`src/fsps_pkg.sv`:
```
// Purpose: constants and types for the flash self-program sequencer
// Assumes: 40 MHz system clock, fast rc oscillator tick arrives as a sync pulse
// Notes: the block has no software bus; control arrives as write strobes
// Summary of operation
// - flash rows hold 64 instruction words, which is 192 bytes.
// - an erase page is eight rows, 512 instruction words cleared together.
// - erase pages are aligned on 1536-byte boundaries from the start of memory.
// - a program operation writes exactly one 24-bit instruction word.
// - the processor is stalled for the whole program or erase operation.
// - writing one to bit 15 of the control register starts; hardware clears it at the end.
// - no operation starts unless the unlock was done just before.
// - the key register is write only and reads as zero.
// - the control register selects erase or program and holds the start trigger.
// - a row write lasts 355 fast rc oscillator cycles.
// - erasing the last page also clears the configuration words, enabling protection.
package fsps_pkg;
  localparam int unsigned FSPS_ROW_WORDS = 64;
  localparam int unsigned FSPS_ROW_BYTES = 192;
  localparam int unsigned FSPS_PAGE_ROWS = 8;
  localparam int unsigned FSPS_PAGE_WORDS = FSPS_ROW_WORDS * FSPS_PAGE_ROWS;
  localparam int unsigned FSPS_PAGE_BYTES = 1536;
  localparam int unsigned FSPS_WORD_W = 24;
  localparam int unsigned FSPS_ADDR_W = 16;
  localparam int unsigned FSPS_PAGE_W = 6;
  localparam int unsigned FSPS_PAGE_SHIFT = 10;
  localparam logic [FSPS_PAGE_W-1:0] FSPS_LAST_PAGE = 6'h1f;
  localparam int unsigned FSPS_CTL_START_BIT = 15;
  localparam int unsigned FSPS_CTL_ERASE_BIT = 6;
  localparam int unsigned FSPS_CTL_SEL_LO = 0;
  localparam logic [3:0] FSPS_SEL_WORD = 4'h3;
  localparam logic [3:0] FSPS_SEL_PAGE = 4'h2;
  localparam logic [7:0] FSPS_KEY_FIRST = 8'h55;
  localparam logic [7:0] FSPS_KEY_SECOND = 8'haa;
  localparam logic [15:0] FSPS_CTL_RESET = 16'h0000;
  localparam int unsigned FSPS_ROW_WRITE_OSC = 355;
  localparam int unsigned FSPS_PAGE_ERASE_OSC = 355;
  localparam int unsigned FSPS_CNT_W = 10;
  localparam logic [FSPS_CNT_W-1:0] FSPS_ROW_WRITE_CNT = FSPS_CNT_W'(FSPS_ROW_WRITE_OSC);
  localparam logic [FSPS_CNT_W-1:0] FSPS_PAGE_ERASE_CNT = FSPS_CNT_W'(FSPS_PAGE_ERASE_OSC);

  typedef enum logic [1:0] {FSPS_ST_IDLE, FSPS_ST_RUN, FSPS_ST_DONE} fsps_state_t;

  function automatic logic [FSPS_PAGE_W-1:0] fsps_page_of(input logic [FSPS_ADDR_W-1:0] a);
    fsps_page_of = a[FSPS_ADDR_W-1:FSPS_PAGE_SHIFT];
  endfunction : fsps_page_of
endpackage : fsps_pkg

```
`src/fsps_timer_if.sv`:
```
`timescale 1ns/1ps
// Purpose: link between sequencer and its oscillator cycle timer
// Assumes: single clock domain
// Notes: start is a one-cycle pulse, done a one-cycle pulse
interface fsps_timer_if;
  import fsps_pkg::*;
  logic start;
  logic [FSPS_CNT_W-1:0] cycles;
  logic done;
  modport seq (output start, output cycles, input done);
  modport tmr (input start, input cycles, output done);
endinterface : fsps_timer_if

```
`src/fsps_sequencer.sv`:
```
`timescale 1ns/1ps
// Purpose: run-time self-programming sequencer for the program flash
// Assumes: processor write strobes are one-cycle pulses, synchronous to clk_sys
// Notes: control and key registers reached through plain strobe ports
module fsps_sequencer
  import fsps_pkg::*;
(
  input wire logic clk_sys,
  input wire logic rst_n,
  input wire logic osc_tick,
  input wire logic ctl_wr,
  input wire logic [15:0] ctl_wdata,
  input wire logic key_wr,
  input wire logic [7:0] key_wdata,
  input wire logic other_wr,
  input wire logic [FSPS_ADDR_W-1:0] tgt_addr,
  input wire logic [FSPS_WORD_W-1:0] tgt_data,
  output logic [15:0] ctl_rdata,
  output logic [7:0] key_rdata,
  output logic cpu_stall,
  output logic flash_prog,
  output logic flash_erase,
  output logic [FSPS_ADDR_W-1:0] flash_addr,
  output logic [FSPS_WORD_W-1:0] flash_wdata,
  output logic cfg_clear,
  output logic op_refused
);
  typedef struct packed {
    fsps_state_t st;
    logic [15:0] ctl;
    logic key_half;
    logic armed;
    logic stall;
    logic prog;
    logic erase;
    logic [FSPS_ADDR_W-1:0] addr;
    logic [FSPS_WORD_W-1:0] wdata;
    logic cfg_clr;
    logic refused;
    logic tstart;
    logic [FSPS_CNT_W-1:0] tcycles;
  } fsps_seq_st_t;

  fsps_seq_st_t s_r;
  fsps_seq_st_t s_nxt;
  fsps_timer_if tif();

  fsps_timer u_timer (
    .clk_sys(clk_sys),
    .rst_n(rst_n),
    .osc_tick(osc_tick),
    .tif(tif)
  );

  logic is_erase;
  logic is_prog;
  logic start_req;

  assign is_erase = ctl_wdata[FSPS_CTL_ERASE_BIT] &&
                    ctl_wdata[FSPS_CTL_SEL_LO+3:FSPS_CTL_SEL_LO] == FSPS_SEL_PAGE;
  assign is_prog = !ctl_wdata[FSPS_CTL_ERASE_BIT] &&
                   ctl_wdata[FSPS_CTL_SEL_LO+3:FSPS_CTL_SEL_LO] == FSPS_SEL_WORD;
  assign start_req = ctl_wr && ctl_wdata[FSPS_CTL_START_BIT];

  always_comb begin
    s_nxt = s_r;
    s_nxt.tstart = 1'b0;
    s_nxt.refused = 1'b0;
    s_nxt.cfg_clr = 1'b0;
    // unlock tracking: any write other than the key pair drops it, except a start write while not idle (run or done)
    if (key_wr) begin
      if (s_r.key_half && key_wdata == FSPS_KEY_SECOND) begin
        s_nxt.armed = 1'b1;
        s_nxt.key_half = 1'b0;
      end else begin
        s_nxt.armed = 1'b0;
        s_nxt.key_half = (key_wdata == FSPS_KEY_FIRST);
      end
    end else if (other_wr || (ctl_wr && !start_req)) begin
      s_nxt.armed = 1'b0;
      s_nxt.key_half = 1'b0;
    end
    case (s_r.st)
      FSPS_ST_IDLE: begin
        if (ctl_wr) begin
          s_nxt.ctl = ctl_wdata & ~(16'h0001 << FSPS_CTL_START_BIT);
          if (start_req) begin
            s_nxt.armed = 1'b0;
            s_nxt.key_half = 1'b0;
            if (s_r.armed && (is_erase || is_prog)) begin
              s_nxt.ctl = ctl_wdata;
              s_nxt.st = FSPS_ST_RUN;
              s_nxt.stall = 1'b1;
              s_nxt.tstart = 1'b1;
              s_nxt.erase = is_erase;
              s_nxt.prog = is_prog;
              // erase works on the page base, program on one word
              s_nxt.addr = is_erase ?
                {fsps_page_of(tgt_addr), {FSPS_PAGE_SHIFT{1'b0}}} : tgt_addr;
              s_nxt.wdata = tgt_data;
              s_nxt.tcycles = is_erase ? FSPS_PAGE_ERASE_CNT : FSPS_ROW_WRITE_CNT;
              s_nxt.cfg_clr = is_erase && fsps_page_of(tgt_addr) == FSPS_LAST_PAGE;
            end else begin
              s_nxt.refused = 1'b1;
            end
          end
        end
      end
      FSPS_ST_RUN: begin
        if (tif.done) begin
          s_nxt.st = FSPS_ST_DONE;
          s_nxt.ctl[FSPS_CTL_START_BIT] = 1'b0;
          s_nxt.prog = 1'b0;
          s_nxt.erase = 1'b0;
        end
      end
      FSPS_ST_DONE: begin
        s_nxt.stall = 1'b0;
        s_nxt.st = FSPS_ST_IDLE;
      end
      default: begin
        s_nxt.st = FSPS_ST_IDLE;
        s_nxt.stall = 1'b0;
      end
    endcase
  end

  always_ff @(posedge clk_sys or negedge rst_n) begin
    if (!rst_n) begin
      s_r <= '0;
      s_r.st <= FSPS_ST_IDLE;
      s_r.ctl <= FSPS_CTL_RESET;
    end else begin
      s_r <= s_nxt;
    end
  end

  assign tif.start = s_r.tstart;
  assign tif.cycles = s_r.tcycles;

  assign ctl_rdata = s_r.ctl;
  assign key_rdata = 8'h00;
  assign cpu_stall = s_r.stall;
  assign flash_prog = s_r.prog;
  assign flash_erase = s_r.erase;
  assign flash_addr = s_r.addr;
  assign flash_wdata = s_r.wdata;
  assign cfg_clear = s_r.cfg_clr;
  assign op_refused = s_r.refused;

  a_start_needs_key: assert property (@(posedge clk_sys) disable iff (!rst_n)
    (s_r.st == FSPS_ST_IDLE && start_req && !s_r.armed) |=> op_refused && !cpu_stall)
    else $error("start accepted without unlock");
  a_stall_during_op: assert property (@(posedge clk_sys) disable iff (!rst_n)
    (s_r.st == FSPS_ST_RUN) |-> cpu_stall && ctl_rdata[FSPS_CTL_START_BIT])
    else $error("processor not stalled during operation");
  a_start_self_clear: assert property (@(posedge clk_sys) disable iff (!rst_n)
    (s_r.st == FSPS_ST_RUN && tif.done) |=> !ctl_rdata[FSPS_CTL_START_BIT] ##1 !cpu_stall)
    else $error("start bit not cleared at completion");
  a_key_reads_zero: assert property (@(posedge clk_sys) disable iff (!rst_n)
    key_wr |=> key_rdata == 8'h00)
    else $error("key contents visible on read");
  a_unlock_pair: assert property (@(posedge clk_sys) disable iff (!rst_n)
    (key_wr && key_wdata == FSPS_KEY_FIRST && !s_r.key_half) ##1
    (key_wr && key_wdata == FSPS_KEY_SECOND) |=> s_r.armed)
    else $error("unlock pair did not arm");
  a_unlock_cancel: assert property (@(posedge clk_sys) disable iff (!rst_n)
    (other_wr && !key_wr && !ctl_wr) |=> !s_r.armed && !s_r.key_half)
    else $error("foreign write did not cancel unlock");
  a_erase_page_base: assert property (@(posedge clk_sys) disable iff (!rst_n)
    $rose(flash_erase) |-> flash_addr[FSPS_PAGE_SHIFT-1:0] == '0)
    else $error("erase address not page aligned");
  a_last_page_cfg: assert property (@(posedge clk_sys) disable iff (!rst_n)
    cfg_clear |-> flash_erase && fsps_page_of(flash_addr) == FSPS_LAST_PAGE)
    else $error("config clear outside last page erase");
endmodule : fsps_sequencer

```
`src/fsps_timer.sv`:
```
`timescale 1ns/1ps
// Purpose: counts fast rc oscillator ticks for one flash operation
// Assumes: osc_tick is a one-cycle pulse per oscillator cycle
// Notes: done pulses one clock after the tick that ends the count
module fsps_timer
  import fsps_pkg::*;
(
  input wire logic clk_sys,
  input wire logic rst_n,
  input wire logic osc_tick,
  fsps_timer_if.tmr tif
);
  typedef struct packed {
    logic busy;
    logic [FSPS_CNT_W-1:0] cnt;
    logic done;
  } fsps_tmr_st_t;

  fsps_tmr_st_t s_r;
  fsps_tmr_st_t s_nxt;

  always_comb begin
    s_nxt = s_r;
    s_nxt.done = 1'b0;
    if (tif.start) begin
      s_nxt.busy = 1'b1;
      s_nxt.cnt = tif.cycles;
    end else if (s_r.busy && osc_tick) begin
      s_nxt.cnt = s_r.cnt - 1'b1;
      if (s_r.cnt == FSPS_CNT_W'(1)) begin
        s_nxt.busy = 1'b0;
        s_nxt.done = 1'b1;
      end
    end
  end

  always_ff @(posedge clk_sys or negedge rst_n) begin
    if (!rst_n) begin
      s_r <= '0;
    end else begin
      s_r <= s_nxt;
    end
  end

  assign tif.done = s_r.done;

  a_tick_count: assert property (@(posedge clk_sys) disable iff (!rst_n)
    (s_r.busy && osc_tick && s_r.cnt == FSPS_CNT_W'(1)) |=> s_r.done && !s_r.busy)
    else $error("timer did not finish on last tick");
  a_hold_no_tick: assert property (@(posedge clk_sys) disable iff (!rst_n)
    (s_r.busy && !osc_tick && !tif.start) |=> $stable(s_r.cnt))
    else $error("timer moved without a tick");
endmodule : fsps_timer

```
`config.mk`:
```
export PLATFORM = sky130hd
export DESIGN_NAME = fsps_sequencer
export DESIGN_NICKNAME = d
export VERILOG_FILES = /design/src/fsps_pkg.sv /design/src/fsps_timer_if.sv /design/src/fsps_sequencer.sv /design/src/fsps_timer.sv
export SDC_FILE = /design/constraint.sdc
export NUM_CORES = 1
export LEC_CHECK = 0
export BUFFER_PORTS_ARGS = -buffer_cell sky130_fd_sc_hd__buf_2
export CAP_MARGIN = 20
export CORE_ASPECT_RATIO = 0.5
export CORE_MARGIN = 5
export CORE_UTILIZATION = 45
export CTS_CLUSTER_SIZE = 16
export DETAILED_ROUTE_END_ITERATION = 6
export PLACE_DENSITY = 0.76
export SLEW_MARGIN = 20
export SYNTH_ARGS = -nofsm -noshare
export SYNTH_HDL_FRONTEND = slang
export SYNTH_SLANG_ARGS = --single-unit
export TNS_END_PERCENT = 1
```
`constraint.sdc`:
```
create_clock -name clk_sys -period 2 [get_ports clk_sys]
set_clock_uncertainty 0.1 [all_clocks]
set_input_delay 0.4 -clock clk_sys [delete_from_list [all_inputs] [get_ports clk_sys]]
set_output_delay 0.4 -clock clk_sys [all_outputs]
set_load 0.01 [all_outputs]
```
==> key figures <==
Setup path
  • Launch point of the worst reg-to-reg path: u_timer.s_r[5]
  • Critical Path Source: u_timer.s_r[5]
  • Required @ worst endpoint: ~2.2 ns
  • Kind of critical path: reg -> reg
  • Reg2Reg Setup Slack: 0.05 ns
  • Worst-path fanout max: 9
  • Worst EP arrival: roughly 2.1 ns
  • R2r worst-path depth: 3
  • Crit start category: flop
  • Crit path capture type: flop

Floorplan
  • Die H: ~75 um
  • Number of cell rows: 23
  • Die W: between 100 and 150 um
  • Initial Util: 0.467
  • Ports: around 140
  • Die area: around 0.010 mm2
  • Core area: roughly 0.0081 mm2

Power and ir drop
  • Max VDD drop: between 0.0004 and 0.0005 V
  • Pwr Total: between 0.004 and 0.005 W
  • Pleak: between 2 and 2.5 nW
  • PwrDens: 997 mW/mm2

STA
  • Final period util: 0.974
  • Max Freq: slightly above 0.5 GHz
  • Final setup viols: 0
  • Pins over their slew limit: 0
  • Post-layout min period: approximately 1.9 ns
  • Final TNS setup: 0 ns
  • RSZ-0062 raised after global routing: no
  • Hold Vio Cnt, Final: 19
  • Hold slack: -0.0165 ns

Routing
  • Via Count: approximately 2400
  • TritonRoute pass-1 iters: 4
  • Wire length per cell: about 15 um
  • Vias per inst: 4.74
  • Routed WL: 7560 um
  • Final ANT Viol Nets: 0
  • DRC viols: 0
  • DR iter-0 viols: around 110

Clocking
  • Worst-Skew Late Latency: between 0.3 and 0.4 ns
  • Clock sinks: 79
  • TritonCTS clock tree: done
  • Post_cts resized: 0
  • Deepest clock path buffer count: 2
  • Hold Buf Count CTS: 0
  • Clk root buf: clkbuf_16
  • Setup Fix Bufs, Post-CTS: 0
  • Clk pin slew, worst setup/hold paths: about 0.06 ns
  • H-tree levels: 3
  • TritonCTS Buffers: 9

Yosys
  • Synth Area per Inst: around 12 um2
  • Top post-synthesis cells by area: dfrtp_1, mux2_2, buf_4
  • Mapped cell area: about 0.0038 mm2
  • Gate Count Post-Synth: around 320
  • #FFs+latches synth: between 70 and 80
  • XOR/XNOR Fraction of Synth Area: 0.00697
  • Area leader, netlist: dfrtp_1
  • Netlist cell types: 40
  • Post-Synth Simple-Gate Area: 0.0872
  • Post-synthesis sequential area ratio: 0.524
  • Main combinational cell family by area after synthesis: multiplexers
  • Synth Area in Compound Gates: 0.0534
  • YS warnings: 0
  • Multiplexer share of the synthesized area: 0.167
  • Post-synthesis adder-cell area fraction: 0.00663
  • Synth top area share: 0.524

Place
  • Area after DPL: 0.00416 mm2
  • RePlAce Congestion: roughly 0.73
  • Post-DP HPWL: between 5000 and 6000 um
  • Port Buf Inserts: 130

GRT
  • GRT overflow: 0
  • Initial antenna violation count: 0
  • Global-route wire length before repair: between 10000 and 15000 um
  • GRT Max-Usage Layer: met2
  • GRT met1 Usage: 0.153
  • M3 GR Usage: 0.0546
  • Met2 GRT Util: 0.286
  • GRT Util Overall: 0.147
  • Vias in the first global route: between 2000 and 3000
  • Pin count of the biggest net entering global routing: 80

Job
  • Max Cap Viol: 0

Final layout
  • # nets final: 469
  • Final instance area: ~0.0045 mm2
  • Proportion of layout cells with a drive suffix above 1: 0.517
  • Area grow syn2layout: 19.3%
  • # fillers: about 670
  • N_diodes: 0

Worst hold path
  • Hold crit path type: in -> async

Run status
  • Status: finished, violations left
  • Failing checks: hold timing
==> placed cells by master, fill, tap and decap left out, types with 3 or more instances in the layout <==
master / instances
clkbuf_16: 9
nand4b_1: 3
bufinv_16: 3
nand2b_1: 5
buf_4: 7
dfrtp_1: 79
a31oi_1: 3
o21ai_0: 17
nand2_1: 6
or3_2: 3
or4_1: 4
conb_1: 8
nor2_1: 5
buf_2: 129
o31ai_1: 4
inv_1: 16
mux2_2: 46
nor4bb_1: 4
a21oi_1: 7
mux2i_1: 11
==> area by class of cell <==
type / count / area [um2] / area share
Inverter: 16 / 60.1 / 0.0133
Clock inverter: 6 / 108 / 0.0239
Multi-Input combinational cell: 153 / 1240 / 0.275
Clock buffer: 10 / 239 / 0.0531
Timing Repair Buffer: 138 / 738 / 0.164
Sequential cell: 79 / 1980 / 0.439
Tap cell: 112 / 140 / 0.0311
==> cell families after synthesis <==
group           Yosys count
buf+inv                  90
flops                    79
fa+ha+maj                 2
compound gates           35
mux                      57
simple gates             48
other cells               1
xor+xnor                  3
==> stage by stage <==
step	setup WS, ns	std cells	utilization
final	0.0515	514	0.557
after detailed placement	0.0707	498	0.514
after floorplan	0.150	322	-
after global placement	0.0938	498	0.514
after CTS	0.0515	514	0.557
after global routing	0.00183	514	0.557
==> final timing paths <==
kind,to
worst max-delay path,u_timer.s_r[9]
max in group asynchronous,ctl_rdata[10]
worst min-delay path,flash_addr[3]
min in group clk_sys,flash_wdata[12]
worst max register to register,u_timer.s_r[9]
worst min register to register,s_r[74]
==> critical path, stage by stage, from the launching register on <==
cell and delay (ns):
dfrtp_1 0.39, or4_1 0.67, or4_1 0.55, a31oi_1 0.16
==> synth_stat cells <==
| cell type | count |
|---|---|
| a21boi_0 | 1 |
| a21o_1 | 1 |
| a21oi_1 | 7 |
| a311oi_1 | 1 |
| a31oi_1 | 3 |
| a32oi_1 | 1 |
| and2_1 | 1 |
| and3b_1 | 1 |
| buf_1 | 1 |
| buf_2 | 3 |
| buf_4 | 64 |
| clkbuf_1 | 6 |
| conb_1 | 1 |
| dfrtp_1 | 79 |
| ha_1 | 2 |
| inv_1 | 16 |
| mux2_2 | 46 |
| mux2i_1 | 11 |
| nand2_1 | 6 |
| nand2b_1 | 5 |
| nand3_1 | 2 |
| nand3b_1 | 1 |
| nand4_1 | 2 |
| nand4b_1 | 3 |
| nand4bb_1 | 1 |
| nor2_1 | 5 |
| nor3b_1 | 1 |
| nor3b_4 | 1 |
| nor4_1 | 2 |
| nor4bb_1 | 4 |
| o21ai_0 | 17 |
| o31ai_1 | 4 |
| or2_2 | 2 |
| or3_1 | 2 |
| or3_2 | 3 |
| or3b_2 | 1 |
| or4_1 | 4 |
| or4_2 | 1 |
| xnor2_1 | 1 |
| xor2_1 | 2 |
==> state kept, by name (all words and copies together) (netlist names) <==
register and count:
tif.cycles 1, ctl_rdata 16, flash_erase 1, op_refused 1, flash_addr 16, flash_wdata 24, cpu_stall 1, cfg_clear 1
tif.start 1, s_r 4, flash_prog 1, u_timer.s_r 11, u_timer.tif.done 1
==> power breakdown <==
part | switching, W | total [W] | leakage [nW] | internal, W
clock network | 0.000610 | 0.00186 | 0.168 | 0.00125
logic | 0.000364 | 0.000725 | 1.32 | 0.000362
registers | 0.000115 | 0.00190 | 0.991 | 0.00179
==> metal layers <==
layer  routed length (um)  vias to the layer above
li1                     -                     1181
met1                 2800                     1187
met2                 4220                       62
met3                  475                        7
met4                   68                        0
met5                    0                        -
Power figures use the tool's default switching activity.
